===== config.mk =====
export PLATFORM = sky130hd
export DESIGN_NAME = fcr_sequencer
export DESIGN_NICKNAME = d
export VERILOG_FILES = /design/src/rtl/fcr_pkg.sv /design/src/rtl/fcr_sequencer.sv
export VERILOG_INCLUDE_DIRS = /design/src /design/src/rtl
export SDC_FILE = /design/constraint.sdc
export NUM_CORES = 1
export LEC_CHECK = 0
export BUFFER_PORTS_ARGS = -buffer_cell sky130_fd_sc_hd__clkbuf_2
export CORE_MARGIN = 2
export CORE_UTILIZATION = 55
export DETAILED_ROUTE_END_ITERATION = 10
export PLACE_DENSITY_LB_ADDON = 0.25
export SYNTH_ARGS = -nofsm -noshare
export SYNTH_HDL_FRONTEND = slang
export SYNTH_SLANG_ARGS = --single-unit

===== constraint.sdc =====
create_clock -name sys_clk -period 2.59 [get_ports sys_clk]
set_input_delay 0 -clock sys_clk [delete_from_list [all_inputs] [get_ports sys_clk]]
set_output_delay 0 -clock sys_clk [all_outputs]
set_load 0.1 [all_outputs]

===== src/rtl/fcr_consts.svh =====
// timing and geometry constants for the full-frame sensor readout sequencer
`ifndef FCR_CONSTS_SVH
`define FCR_CONSTS_SVH

`define FCR_CLK_PERIOD_PS    8000
`define FCR_V_PULSE_MIN_NS   10000
`define FCR_V_PULSE_CYC      ((`FCR_V_PULSE_MIN_NS * 1000 + `FCR_CLK_PERIOD_PS - 1) / `FCR_CLK_PERIOD_PS)
`define FCR_PIXEL_MIN_NS     67
`define FCR_HALF_PIX_CYC     (((`FCR_PIXEL_MIN_NS * 1000 + `FCR_CLK_PERIOD_PS - 1) / `FCR_CLK_PERIOD_PS + 1) / 2)
`define FCR_H_SETUP_NS       500
`define FCR_H_SETUP_CYC      ((`FCR_H_SETUP_NS * 1000 + `FCR_CLK_PERIOD_PS - 1) / `FCR_CLK_PERIOD_PS)
`define FCR_ROWS             2056
`define FCR_COLS             3088
`define FCR_HREG_LEN         3100
`define FCR_DUMMY_LEAD       10
`define FCR_DUMMY_TRAIL      2
`define FCR_DARK_LEAD        6
`define FCR_DARK_TRAIL       10
`define FCR_DARK_ROWS        4
`define FCR_EDGE_ROWS        2
`define FCR_FALSE_DUMMIES    3

`endif


===== src/rtl/fcr_pkg.sv =====
// types for the full-frame sensor readout sequencer
package fcr_pkg;
  typedef enum logic [2:0] {
    FCR_IDLE   = 3'b000,
    FCR_INTEG  = 3'b001,
    FCR_VA_HI  = 3'b010,
    FCR_VB_HI  = 3'b011,
    FCR_VB_LO  = 3'b100,
    FCR_HSETUP = 3'b101,
    FCR_SHIFT  = 3'b110
  } fcr_state_type;

  typedef enum logic [2:0] {
    FCR_PIX_DUMMY     = 3'b000,
    FCR_PIX_DARK      = 3'b001,
    FCR_PIX_DARK_REF  = 3'b010,
    FCR_PIX_ACTIVE    = 3'b011,
    FCR_PIX_DUMMY_BAD = 3'b100
  } fcr_pix_type;
endpackage


===== src/rtl/fcr_sequencer.sv =====
// camera-side timing generator that reads one full frame from the sensor
// How it works
// RULE1: sensor has 3088 columns of 2056 elements; the row count follows that
// RULE2: 3072x2048 active area plus 16 dark columns and 8 dark rows
// RULE3: each row transfer moves one row into the 3100-stage horizontal register
// RULE4: both vertical phases stay low for the whole exposure
// RULE5: read by vertical row transfer first, then horizontal shift-out
// RULE6: row loads on falling vertical_phase_b while horizontal_phase_a is high
// RULE7: horizontal phases toggle alternately and always complementary
// RULE8: each falling horizontal_phase_b puts one packet on the diffusion node
// RULE9: reset gate pulses only after the video sample strobe
// RULE10: rows carry 6 leading and 10 trailing dark pixels after dummies
// RULE11: frame starts and ends with 4 dark rows
// RULE12: edge-adjacent dark pixels and first two rows are not true dark
// RULE13: register has 10 leading and 2 trailing dummy stages
// RULE14: first few leading dummies are flagged as possibly false
// RULE15: reset gate toggles every pixel throughout readout; here it pulses only after each sample, none in a row's first pixel period
// RULE16: one frame is 2056 row transfers each followed by a shift-out
// RULE17: each vertical phase pulse lasts at least 10 us
// RULE18: pixel period is at least 67 ns
// RULE19: all 3100 shifts finish before the next row transfer
`timescale 1ns/1ps
`include "fcr_consts.svh"

module fcr_sequencer
  import fcr_pkg::*;
#(
  parameter int unsigned V_PULSE_CYC   = `FCR_V_PULSE_CYC,
  parameter int unsigned HALF_PIX_CYC  = `FCR_HALF_PIX_CYC,
  parameter int unsigned H_SETUP_CYC   = `FCR_H_SETUP_CYC,
  parameter int unsigned ROWS          = `FCR_ROWS,
  parameter int unsigned HREG_LEN      = `FCR_HREG_LEN
) (
  input  wire logic        sys_clk,
  input  wire logic        rst_n,
  input  wire logic        start_exposure,
  input  wire logic        end_exposure,
  output logic             vertical_phase_a,
  output logic             vertical_phase_b,
  output logic             horizontal_phase_a,
  output logic             horizontal_phase_b,
  output logic             reset_gate,
  output logic             sample_strobe,
  output logic [11:0]      pixel_col,
  output logic [11:0]      pixel_row,
  output logic [2:0]       pixel_kind,
  output logic             busy,
  output logic             frame_done
);

  fcr_state_type state_reg;
  logic [15:0]   timer_reg;
  logic [11:0]   row_reg;
  logic [11:0]   col_reg;
  logic          phase_reg;   // 0: first half of pixel (H1 high), 1: second half

  wire timer_done = (timer_reg == 16'h0000);
  // the count after the last stage shifts nothing; it only lets that stage be sampled
  // before its reset, so a line takes one pixel period more than the register length
  wire last_col   = (col_reg == 12'(HREG_LEN)); // RULE9 RULE19
  wire last_row   = (row_reg == 12'(ROWS - 1));

  // main sequencer: exposure, vertical transfer, horizontal shift-out
  always_ff @(posedge sys_clk or negedge rst_n) begin
    if (!rst_n) begin
      state_reg <= FCR_IDLE;
      timer_reg <= 16'h0000;
      row_reg   <= 12'h000;
      col_reg   <= 12'h000;
      phase_reg <= 1'b0;
    end else begin
      case (state_reg)
        FCR_IDLE: begin
          if (start_exposure) begin
            state_reg <= FCR_INTEG;
          end
        end
        FCR_INTEG: begin
          row_reg <= 12'h000;
          if (end_exposure) begin
            state_reg <= FCR_VA_HI; // RULE5
            timer_reg <= 16'(V_PULSE_CYC - 1);
          end
        end
        FCR_VA_HI: begin
          if (timer_done) begin
            state_reg <= FCR_VB_HI;
            timer_reg <= 16'(V_PULSE_CYC - 1); // RULE17
          end else begin
            timer_reg <= timer_reg - 16'h0001;
          end
        end
        FCR_VB_HI: begin
          if (timer_done) begin
            state_reg <= FCR_VB_LO; // RULE6
            timer_reg <= 16'(V_PULSE_CYC - 1);
          end else begin
            timer_reg <= timer_reg - 16'h0001;
          end
        end
        FCR_VB_LO: begin
          if (timer_done) begin
            state_reg <= FCR_HSETUP;
            timer_reg <= 16'(H_SETUP_CYC - 1);
          end else begin
            timer_reg <= timer_reg - 16'h0001;
          end
        end
        FCR_HSETUP: begin
          col_reg   <= 12'h000;
          phase_reg <= 1'b0;
          if (timer_done) begin
            state_reg <= FCR_SHIFT;
            timer_reg <= 16'(HALF_PIX_CYC - 1);
          end else begin
            timer_reg <= timer_reg - 16'h0001;
          end
        end
        FCR_SHIFT: begin
          if (!timer_done) begin
            timer_reg <= timer_reg - 16'h0001;
          end else begin
            timer_reg <= 16'(HALF_PIX_CYC - 1); // RULE18
            phase_reg <= ~phase_reg;
            if (phase_reg) begin
              // leave only after the flush count, when every stage has been sampled
              if (last_col) begin // RULE19
                if (last_row) begin // RULE16 RULE1
                  state_reg <= FCR_IDLE;
                end else begin
                  row_reg   <= row_reg + 12'h001;
                  state_reg <= FCR_VA_HI; // RULE3
                  timer_reg <= 16'(V_PULSE_CYC - 1);
                end
              end else begin
                col_reg <= col_reg + 12'h001;
              end
            end
          end
        end
        default: state_reg <= FCR_IDLE;
      endcase
    end
  end

  // pin drivers; vertical phases low outside transfer, H1 high around the V2 fall
  always_ff @(posedge sys_clk or negedge rst_n) begin
    if (!rst_n) begin
      vertical_phase_a   <= 1'b0;
      vertical_phase_b   <= 1'b0;
      horizontal_phase_a <= 1'b1;
      horizontal_phase_b <= 1'b0;
    end else begin
      vertical_phase_a   <= (state_reg == FCR_VA_HI); // RULE4
      vertical_phase_b   <= (state_reg == FCR_VB_HI); // RULE4
      // the flush count keeps H1 high and H2 low, so no packet moves in it
      horizontal_phase_a <= (state_reg != FCR_SHIFT) || !phase_reg || last_col; // RULE6 RULE7
      horizontal_phase_b <= (state_reg == FCR_SHIFT) && phase_reg && !last_col; // RULE7 RULE8
    end
  end

  // sample at the end of the first half, when the packet of the previous stage sits on
  // the node, then reset one cycle later; the last stage of a row is handled the same
  // way, so no packet is ever cleared unsampled
  // reset follows each sample strobe only, so none comes in the first pixel period of a row or during row transfer
  wire pix_end = (state_reg == FCR_SHIFT) && phase_reg && timer_done;
  wire sample_now = (state_reg == FCR_SHIFT) && !phase_reg && timer_done && (col_reg != 12'h000);
  always_ff @(posedge sys_clk or negedge rst_n) begin
    if (!rst_n) begin
      sample_strobe <= 1'b0;
      reset_gate    <= 1'b0;
    end else begin
      sample_strobe <= sample_now;
      reset_gate    <= sample_strobe; // RULE9 RULE15
    end
  end

  // classify the pixel being sampled (previous column reaches the node)
  // geometry follows the module parameters, so a shortened register still ends in
  // its trailing dummies; a frame shorter than eight rows holds dark rows only
  logic [11:0] smp_col;
  logic [2:0]  kind_next;
  assign smp_col = col_reg - 12'h001;
  always_comb begin
    if (smp_col < 12'(`FCR_DUMMY_LEAD)) begin // RULE13
      kind_next = (smp_col < 12'(`FCR_FALSE_DUMMIES)) ? FCR_PIX_DUMMY_BAD : FCR_PIX_DUMMY; // RULE14
    end else if (smp_col >= 12'(HREG_LEN - `FCR_DUMMY_TRAIL)) begin
      kind_next = FCR_PIX_DUMMY;
    end else if (row_reg < 12'(`FCR_DARK_ROWS) ||
                 row_reg >= 12'(ROWS - `FCR_DARK_ROWS)) begin // RULE11 RULE2
      kind_next = (row_reg < 12'(`FCR_EDGE_ROWS) || row_reg == 12'(`FCR_DARK_ROWS - 1) ||
                   row_reg == 12'(ROWS - `FCR_DARK_ROWS)) ? FCR_PIX_DARK : FCR_PIX_DARK_REF; // RULE12
    end else if (smp_col < 12'(`FCR_DUMMY_LEAD + `FCR_DARK_LEAD)) begin // RULE10
      kind_next = (smp_col == 12'(`FCR_DUMMY_LEAD + `FCR_DARK_LEAD - 1) ||
                   smp_col == 12'(`FCR_DUMMY_LEAD)) ? FCR_PIX_DARK : FCR_PIX_DARK_REF; // RULE12
    end else if (smp_col >= 12'(HREG_LEN - `FCR_DUMMY_TRAIL - `FCR_DARK_TRAIL)) begin // RULE10
      kind_next = (smp_col == 12'(HREG_LEN - `FCR_DUMMY_TRAIL - `FCR_DARK_TRAIL)) ?
                  FCR_PIX_DARK : FCR_PIX_DARK_REF;
    end else begin
      kind_next = FCR_PIX_ACTIVE;
    end
  end

  // sample tags and status, registered so outputs come from flops
  always_ff @(posedge sys_clk or negedge rst_n) begin
    if (!rst_n) begin
      pixel_col  <= 12'h000;
      pixel_row  <= 12'h000;
      pixel_kind <= 3'b000;
      busy       <= 1'b0;
      frame_done <= 1'b0;
    end else begin
      if (sample_now) begin
        pixel_col  <= smp_col;
        pixel_row  <= row_reg;
        pixel_kind <= kind_next;
      end
      busy       <= (state_reg != FCR_IDLE);
      frame_done <= pix_end && last_col && last_row;
    end
  end

endmodule


Yosys cells after proc, flatten, opt, wreduce, memory -nomap -nowiden
Cells that the tools add are included.
{"block": "classes", "reduce_logical": 29, "n_addsub": 4, "n_bitwise": 1, "magnitude_cmp": 8, "eq_ne": 25, "n_mux": 40}
{"cell": "$mux W12", "count": 7}
{"cell": "$mux W16", "count": 5}
{"cell": "$pmux W16 S5", "count": 1}
{"cell": "$eq A12 B12 Y1 const B", "count": 4}
{"cell": "$pmux W12 S2", "count": 2}
{"cell": "$ge A12 B12 Y1 const B", "count": 3}
{"cell": "$mux W11", "count": 3}
{"cell": "$mux W3", "count": 11}
{"cell": "$add A12 B1 Y12 const B", "count": 2}
{"cell": "$eq A12 B4 Y1 const B", "count": 2}
{"cell": "$lt A12 B2 Y1 const B", "count": 2}
{"cell": "$ne A2 B2 Y1 const B", "count": 11}
{"cell": "$pmux W3 S7", "count": 1}
{"cell": "$logic_not A16 Y1", "count": 1}
{"cell": "$mux W2", "count": 8}
{"cell": "$sub A16 B1 Y16 const B", "count": 1}
{"cell": "$eq A12 B2 Y1 const B", "count": 1}
{"cell": "$lt A12 B3 Y1 const B", "count": 1}
{"cell": "$lt A12 B4 Y1 const B", "count": 1}
{"cell": "$lt A12 B5 Y1 const B", "count": 1}
{"cell": "$reduce_bool A12 Y1", "count": 1}
{"cell": "$sub A12 B1 Y12 const B", "count": 1}
{"cell": "$eq A3 B3 Y1 const B", "count": 3}
{"cell": "$reduce_and A9 Y1", "count": 1}
{"cell": "17 further kinds", "count": 33}
{"block": "totals", "register_bits": 79, "input_bits": 4}

Depth between registers and ports, before layout
Gate-level depths: netlist of run 1.
{"block": "logic_depth", "word_depth": 8, "ltp_mapped": 13, "depth_no_buf": 9}

Worst setup path before layout of run 1
No wires, ideal clock.
{"block": "synth_timing", "kind": "register -> register", "start": "reg timer_reg[0]", "end": "reg pixel_kind[0]", "setup_ns": 0.127, "stages_incl_launch_ff": 14, "t_arrival_ns": 2.261, "synth_period_minus_slack_ns": 2.389, "slack_ns": 0.201, "path_buffers": 4, "cell_sequence": "dfrtp_1 > inv_1 > ha_1 > nor4b_1 > and2_1 > buf_2 > and2_1 > buf_6 > nand2_4 > or2_1 > buf_6 > buf_6 > nand2_1 > o31ai_1"}
{"block": "synth_between", "elab_chain_len": 3}
{"element": "start, declared", "line_no": "fcr_sequencer.sv:52", "source": "logic [15:0] timer_reg;"}
{"element": "start signal, assigned", "line_no": "fcr_sequencer.sv:82", "source": "timer_reg <= 16'(V_PULSE_CYC - 1);"}
{"element": "start signal, assigned", "line_no": "fcr_sequencer.sv:88", "source": "timer_reg <= 16'(V_PULSE_CYC - 1);"}
{"element": "start signal, assigned", "line_no": "fcr_sequencer.sv:90", "source": "timer_reg <= timer_reg - 16'h0001;"}
{"element": "$logic_not A16 Y1", "line_no": "fcr_sequencer.sv:57", "source": "wire timer_done = (timer_reg == 16'h0000);"}
{"element": "$logic_and A1 B1 Y1 (2 in a row)", "line_no": "fcr_sequencer.sv:167", "source": "wire sample_now = (state_reg == FCR_SHIFT) && !phase_reg && timer_done && (col_reg != 12'h000);"}
{"element": "end signal, assigned", "line_no": "fcr_sequencer.sv:216", "source": "pixel_kind <= kind_next;"}
{"element": "end, declared", "line_no": "fcr_sequencer.sv:46", "source": "output logic [2:0] pixel_kind,"}
No other way between the ends.
A chain may end at the register's enable or synchronous reset.

Final worst setup path of run 1
{"block": "layout_timing", "start": "reg col_reg[2]", "end": "reg pixel_kind[0]"}
{"block": "layout_between", "elab_chain_len": 8, "elab_cells_between_ends": 18}
{"element": "start, declared", "line_no": "fcr_sequencer.sv:54", "source": "logic [11:0] col_reg;"}
{"element": "start signal, assigned", "line_no": "fcr_sequencer.sv:136", "source": "col_reg <= col_reg + 12'h001;"}
{"element": "parallel branches: the longest is 8 deep, another holds $sub A12 B1 Y12"}
Several ways; the timed one is not identified.

==> results of run 1 <==
==> cell type report <==
type	count	area [µm²]
Multi-Input combinational cell	388	2260
Timing Repair Buffer	68	440
Inverter	11	41.3
Sequential cell	79	1980
Fill cell	646	2680
Tap cell	102	128
Clock buffer	9	124
Clock inverter	7	83.8
==> timing repair <==
action	CTS	global route
gates resized for setup	0	5
endpoints found under the hold margin	80	0
endpoints found under the setup margin	0	13
hold buffers	4	0
==> synthesized netlist by cell type (7+ instances only) <==
cell type	n
a21oi_1	15
and3_1	11
clkbuf_1	10
dfrtp_1	78
ha_1	7
inv_1	11
nand2_1	88
nand3_1	20
nor2_1	66
nor3_1	12
nor4_1	8
o21ai_0	29
o21ai_2	7
xnor2_1	13
xor2_1	19
==> per-stage QoR <==
stage | instance area (µm²) | setup TNS (ns) | power [W] | utilization
after floorplan | 4390 | 0 | 0.00209 | -
after CTS | 5020 | 0 | 0.00331 | 0.650
final | 5050 | 0 | 0.00330 | 0.654
after global placement | 4780 | 0 | 0.00231 | 0.618
after detailed placement | 4780 | 0 | 0.00233 | 0.618
after global routing | 5050 | -0.0181 | 0.00348 | 0.654
==> layer usage <==
metal	GRT usage	vias up
met5	0	-
met4	0.0931	0
met3	0.0532	15
met2	0.376	97
met1	0.323	1781
li1	-	1849
==> logic make-up after synthesis <==
kind of cell / share of synthesized area
and+or+nand+nor: 0.269
muxes: 0.00741
AOI/OAI and AO/OA: 0.148
buffers and inverters: 0.0416
adders and majority gates: 0.0200
DFF: 0.451
xor gates and xnor gates: 0.0639
==> path summary, 6_finish.rpt <==
kind / from / to / slack [ns] / depth (start not counted)
worst min-delay path: rst_n / pixel_col[7]$_DFFE_PN0P_ / 0.33 / 2
worst max-delay path: col_reg[2]$_DFFE_PN0P_ / pixel_kind[0]$_DFFE_PN0P_ / 0.06 / 7
worst max register to register: col_reg[2]$_DFFE_PN0P_ / pixel_kind[0]$_DFFE_PN0P_ / 0.06 / 7
min in group sys_clk: sample_strobe$_DFF_PN0_ / reset_gate$_DFF_PN0_ / 0.43 / 0
worst min register to register: sample_strobe$_DFF_PN0_ / reset_gate$_DFF_PN0_ / 0.43 / 0
max in group asynchronous: rst_n / timer_reg[0]$_DFFE_PN0P_ / 1.64 / 2
==> power by group <==
group          switching (W)  internal [W]  leakage [nW]
combinational       0.000572      0.000306          1.26
sequential          0.000118       0.00133          1.06
clock               0.000511      0.000466         0.103
total                0.00120       0.00210          2.43
==> out/qor.csv, run 1 <==
stage,metric,value,unit
run_status,status,finished clean,
cts,post-cts-setup-buffer-count,0,
grt,grt_max_degree,80,
place,hpwl,6.90,mm
synth,post_synth_num_cell_types,64,
synth,syn_nets,512,
layout,fin_nets,568,
cts,cts-root-buf,clkbuf_8,
synth,synth-edff-count,0,
grt,grtUsageTotal,0.239,
grt,grt_pass1_wl,16.6,mm
setup_path,cp_slowest_cell,dfrtp_1,
floorplanning,die_area,0.00871,mm²
floorplanning,initial_core_util,0.568,
floorplanning,die_y,93.3,µm
sta,maxSlewViolCount,0,
synth,synth_top_area_frac,0.445,
cts,cts_tree,built,
sta,finalHoldViolCount,0,
grt,grt_pass1_vias,3610,
floorplanning,die_x,93.3,µm
grt,antenna_found_initial,0,
detailed_routing,antenna_left,0,
layout,drive_above_1_share,0.187,
sta,holdWs,0.332,ns
sta,clock.fmax,0.395,GHz
setup_path,path_class,reg2reg,
layout,most-common-layout-cells,"88 x nand2_1, 78 x dfrtp_1, 66 x nor2_1, 37 x clkbuf_2, 29 x o21ai_0",
sta,tightestPinTransition,0.968,ns
cts,cts.sinks,79,
setup_path,path_cells,buf_4 > nor3_1 > and3_2 > mux2_2 > nor4_1 > a221oi_1 > o31ai_1,
pwr,leakagePower,2.43,nW
detailed_routing,wirelength,9.54,mm
grt,grt-ovfl-total,0,
cts,clk_latency,0.37,ns
detailed_routing,post_drt_wl_per_cell,14.4,µm
cts,cts_inserted_buffers,9,
floorplanning,rows,32,
layout,num_antenna_cells,0,
sta,setup_viol,0,
detailed_routing,dr.pass1.iters,5,
setup_path,cp_max_fo,7,
sta,slew_headroom,0.355,
synth,synth-seq-area-share,0.451,
worst_hold_path,hold_path_class,in2async,
layout,syn_to_final_growth,15.1,%
layout,final_common_cell,nand2_1,
detailed_routing,viasPerCell,5.64,
synth,yosysTopAreaCell,dfrtp_1,
synth,ys_ff_latch,79,
cts,cts_buffer_depth,2,
detailed_routing,drt_iter0_drc,216,
synth,async_reset_ff_frac,1.00,
detailed_routing,via_count,3742,
place,place.gp.congestion,0.895,
synth,ys_top_cells_by_area,"dfrtp_1 44%, nand2_1 7.5%, nor2_1 5.6%",
detailed_routing,routed.top_layer,met4,
run,drv_cap,0,
setup_path,cp-start-kind,register,
detailed_routing,m1WireLength,4.46,mm
cts,htreeDepth,3,
setup_path,crit_path_max_incr_delay,0.46,ns
place,pre_cts_ws,0.0664,ns
setup_path,worst_ep_required_time,2.85,ns
place,place_inst,644,
layout,fin_cells,664,
pwr,power_density,654,mW/mm²
sta,finalClockSkew,0.0179,ns
synth,synthFlopType,dfrtp_1,
place,numPortBuffers,38,
detailed_routing,wl_met3,465,µm
setup_path,crit_path_end_kind,register,
floorplanning,core,0.00773,mm²
detailed_routing,wl_met2,4.45,mm
layout,largest_reg_flops,16,
setup_path,worst-endpoint-arrival,2.79,ns
sta,rsz0062_at_grt,true,
cts,cts.clk_slew.worst_paths,0.09,ns
setup_path,crit_buf_inv,1,
sta,period_minus_slack,2.53,ns
synth,syn_area,0.00439,mm²
sta,worst_slack,0.0593,ns
synth,synth.yosys.warnings,0,
floorplanning,ios,39,
sta,period_share,0.977,
synth,syn_avg_cell_area,8.76,µm²
pwr,vdd.ir_drop.worst,0.000511,V
setup_path,path_delay_family,simple AND/OR/NAND/NOR gates,
detailed_routing,drc,0,
synth,synth_cells,501,
(Power assumes the default switching activity.)
==> run 2: changes to the inputs <==
- CORE_ASPECT_RATIO: default -> 0.75
==> run 2 against run 1 <==
  * Wire length up 3.8%
  * Hold slack worse by 0.0045 ns
  * Maximum frequency up 4.5%
  * Combinational power up 1%
  * Count of clock-buffer cells in the layout unchanged
  * Sequential share of layout area about the same
  * Non-clock buffer count up 1
  * Critical endpoint unchanged
  * Highest routed layer unchanged
==> out/qor.csv, run 2 (synthesis results as in run 1) <==
stage,metric,value,unit,change
run_status,status,finished clean,,
place,numPortBuffers,38,,unchanged
pwr,internal-power,0.00201,W,-4.4%
cts,cts.sinks,79,,unchanged
detailed_routing,antenna_left,0,,unchanged
setup_path,crit_path_end_kind,register,,
floorplanning,rows,28,,-13%
sta,finalHoldViolCount,0,,unchanged
setup_path,crit_buf_inv,1,,unchanged
layout,syn_to_final_growth,15.1,%,about the same
detailed_routing,wirelength,9.89,mm,+3.8%
grt,grt_pass1_vias,3443,,-4.6%
sta,setup_viol,0,,unchanged
detailed_routing,drt_iter0_drc,171,,-21%
layout,nFillCells,670,,+3.7%
floorplanning,core,0.00781,mm²,+1.1%
floorplanning,ios,39,,unchanged
grt,grt-ovfl-total,0,,unchanged
place,hpwl,6.99,mm,+1.2%
layout,final_util,0.647,,-0.00728
sta,period_share,0.935,,-0.0421
cts,cts_inserted_buffers,9,,unchanged
layout,final_common_cell,nand2_1,,
pwr,power_frac_clock,0.274,,-0.022
layout,most-common-layout-cells,"88 x nand2_1, 78 x dfrtp_1, 66 x nor2_1, 37 x clkbuf_2",,
run,drv_cap,0,,unchanged
setup_path,path_delay_family,compound AO/OA/AOI/OAI gates,,
worst_hold_path,hold_path_class,in2async,,
detailed_routing,via_count,3713,,-0.77%
sta,holdWs,0.328,ns,-0.00447 ns
pwr,leakagePower,2.42,nW,-0.11%
detailed_routing,viasPerCell,5.56,,-1.4%
cts,htreeDepth,3,,unchanged
setup_path,worst-endpoint-arrival,2.66,ns,-0.13 ns
pwr,combinationalPowerShare,0.277,,+0.011
cts,cts_tree,built,,
setup_path,path_cells,or3_1 > buf_4 > nor2_1 > nand2_1 > o221ai_2 > o21ai_0 > a221oi_1 > o31ai_1,,
floorplanning,die_x,107,µm,+15%
cts,cts.clk_slew.worst_paths,0.09,ns,about the same
setup_path,worst_ep_required_time,2.83,ns,-0.02 ns
pwr,p_seq_frac,0.449,,+0.011
floorplanning,die_y,81.4,µm,-13%
layout,largest_reg_flops,16,,unchanged
setup_path,cp_max_fo,6,,-1
sta,clock.fmax,0.413,GHz,+4.5%
detailed_routing,dr.pass1.iters,5,,unchanged
place,place.gp.congestion,0.921,,+2.9%
setup_path,path_class,reg2reg,,
sta,slew_headroom,0.332,,-0.0232
detailed_routing,drc,0,,unchanged
sta,tightestPinTransition,1.00,ns,+0.0348 ns
setup_path,cp-start-kind,register,,
pwr,switching_power,0.00120,W,-0.32%
sta,finalClockSkew,0.00891,ns,-0.00899 ns
grt,grtUsageTotal,0.244,,+0.00432
pwr,switching_share,0.373,,+0.00965
layout,num_antenna_cells,0,,unchanged
grt,grt_max_degree,80,,unchanged
layout,drive_above_1_share,0.197,,+0.0103
floorplanning,die_area,0.00872,mm²,about the same
detailed_routing,post_drt_wl_per_cell,14.8,µm,+3.1%
sta,maxSlewViolCount,0,,unchanged
floorplanning,initial_core_util,0.562,,-0.00619
setup_path,crit_path_max_incr_delay,0.46,ns,about the same
grt,antenna_found_initial,0,,unchanged
cts,cts_buffer_depth,2,,unchanged
grt,grt_pass1_wl,16.7,mm,+0.66%
cts,post-cts-setup-buffer-count,0,,unchanged
pwr,power_density,635,mW/mm²,-2.9%
pwr,vdd.ir_drop.worst,0.000787,V,+54%
layout,fin_nets,569,,+0.18%
sta,period_minus_slack,2.42,ns,-0.109 ns
cts,clk_latency,0.36,ns,about the same
cts,cts-root-buf,clkbuf_8,,
setup_path,cp_slowest_cell,dfrtp_1,,
-- run 2: path summary, 6_finish.rpt --
kind / from / to / slack [ns] / depth (start not counted)
hold / removal: rst_n / col_reg[11]$_DFFE_PN0P_ / 0.33 / 2
hold reg to reg: sample_strobe$_DFF_PN0_ / reset_gate$_DFF_PN0_ / 0.38 / 0
min in group sys_clk: sample_strobe$_DFF_PN0_ / reset_gate$_DFF_PN0_ / 0.38 / 0
setup / recovery: col_reg[8]$_DFFE_PN0P_ / pixel_kind[0]$_DFFE_PN0P_ / 0.17 / 8
max in group asynchronous: rst_n / pixel_col[4]$_DFFE_PN0P_ / 1.60 / 2
setup reg to reg: col_reg[8]$_DFFE_PN0P_ / pixel_kind[0]$_DFFE_PN0P_ / 0.17 / 8
-- run 2: power by group through the flow --
stage / Clock [W] / Combinational (W) / Sequential (W)
global route: 0.000958 / 0.000986 / 0.00146
CTS: 0.000902 / 0.000885 / 0.00144
global placement: 0 / 0.000864 / 0.00146
finish: 0.000878 / 0.000888 / 0.00144
floorplan: 0 / 0.000502 / 0.00159
detailed placement: 0 / 0.000877 / 0.00146
-- run 2: metrics by stage --
step	setup TNS (ns)	area, µm²	instances	worst slack [ns]	power (W)
after global routing	-0.0220	5050	668	-0.0158	0.00340
after global placement	0	4790	649	0.182	0.00232
final	0	5050	668	0.168	0.00321
after floorplan	0	4390	501	0.201	0.00209
after detailed placement	0	4790	649	0.140	0.00234
after CTS	0	5010	668	0.0444	0.00323
-- run 2: per-layer routing --
layer,routed length (µm),track usage,part of all wire
met5,0,0,0
met4,61,0.0636,0.0062
met3,395,0.0546,0.040
met2,4600,0.382,0.46
met1,4840,0.344,0.49
-- run 2: final cells by class --
cell class,instances,area [µm²],area share
Tap cell,105,131,0.0260
Timing Repair Buffer,69,445,0.0882
Clock buffer,9,124,0.0245
Clock inverter,7,63.8,0.0126
Multi-Input combinational cell,388,2270,0.449
Sequential cell,79,1980,0.392
Inverter,11,41.3,0.00817
-- run 2: what timing repair did --
item | 4_1_cts | 5_1_grt
setup endpoints to repair | 0 | 13
gates resized for setup | 0 | 9
hold buffers | 3 | 0
endpoints found under the hold margin | 80 | 0
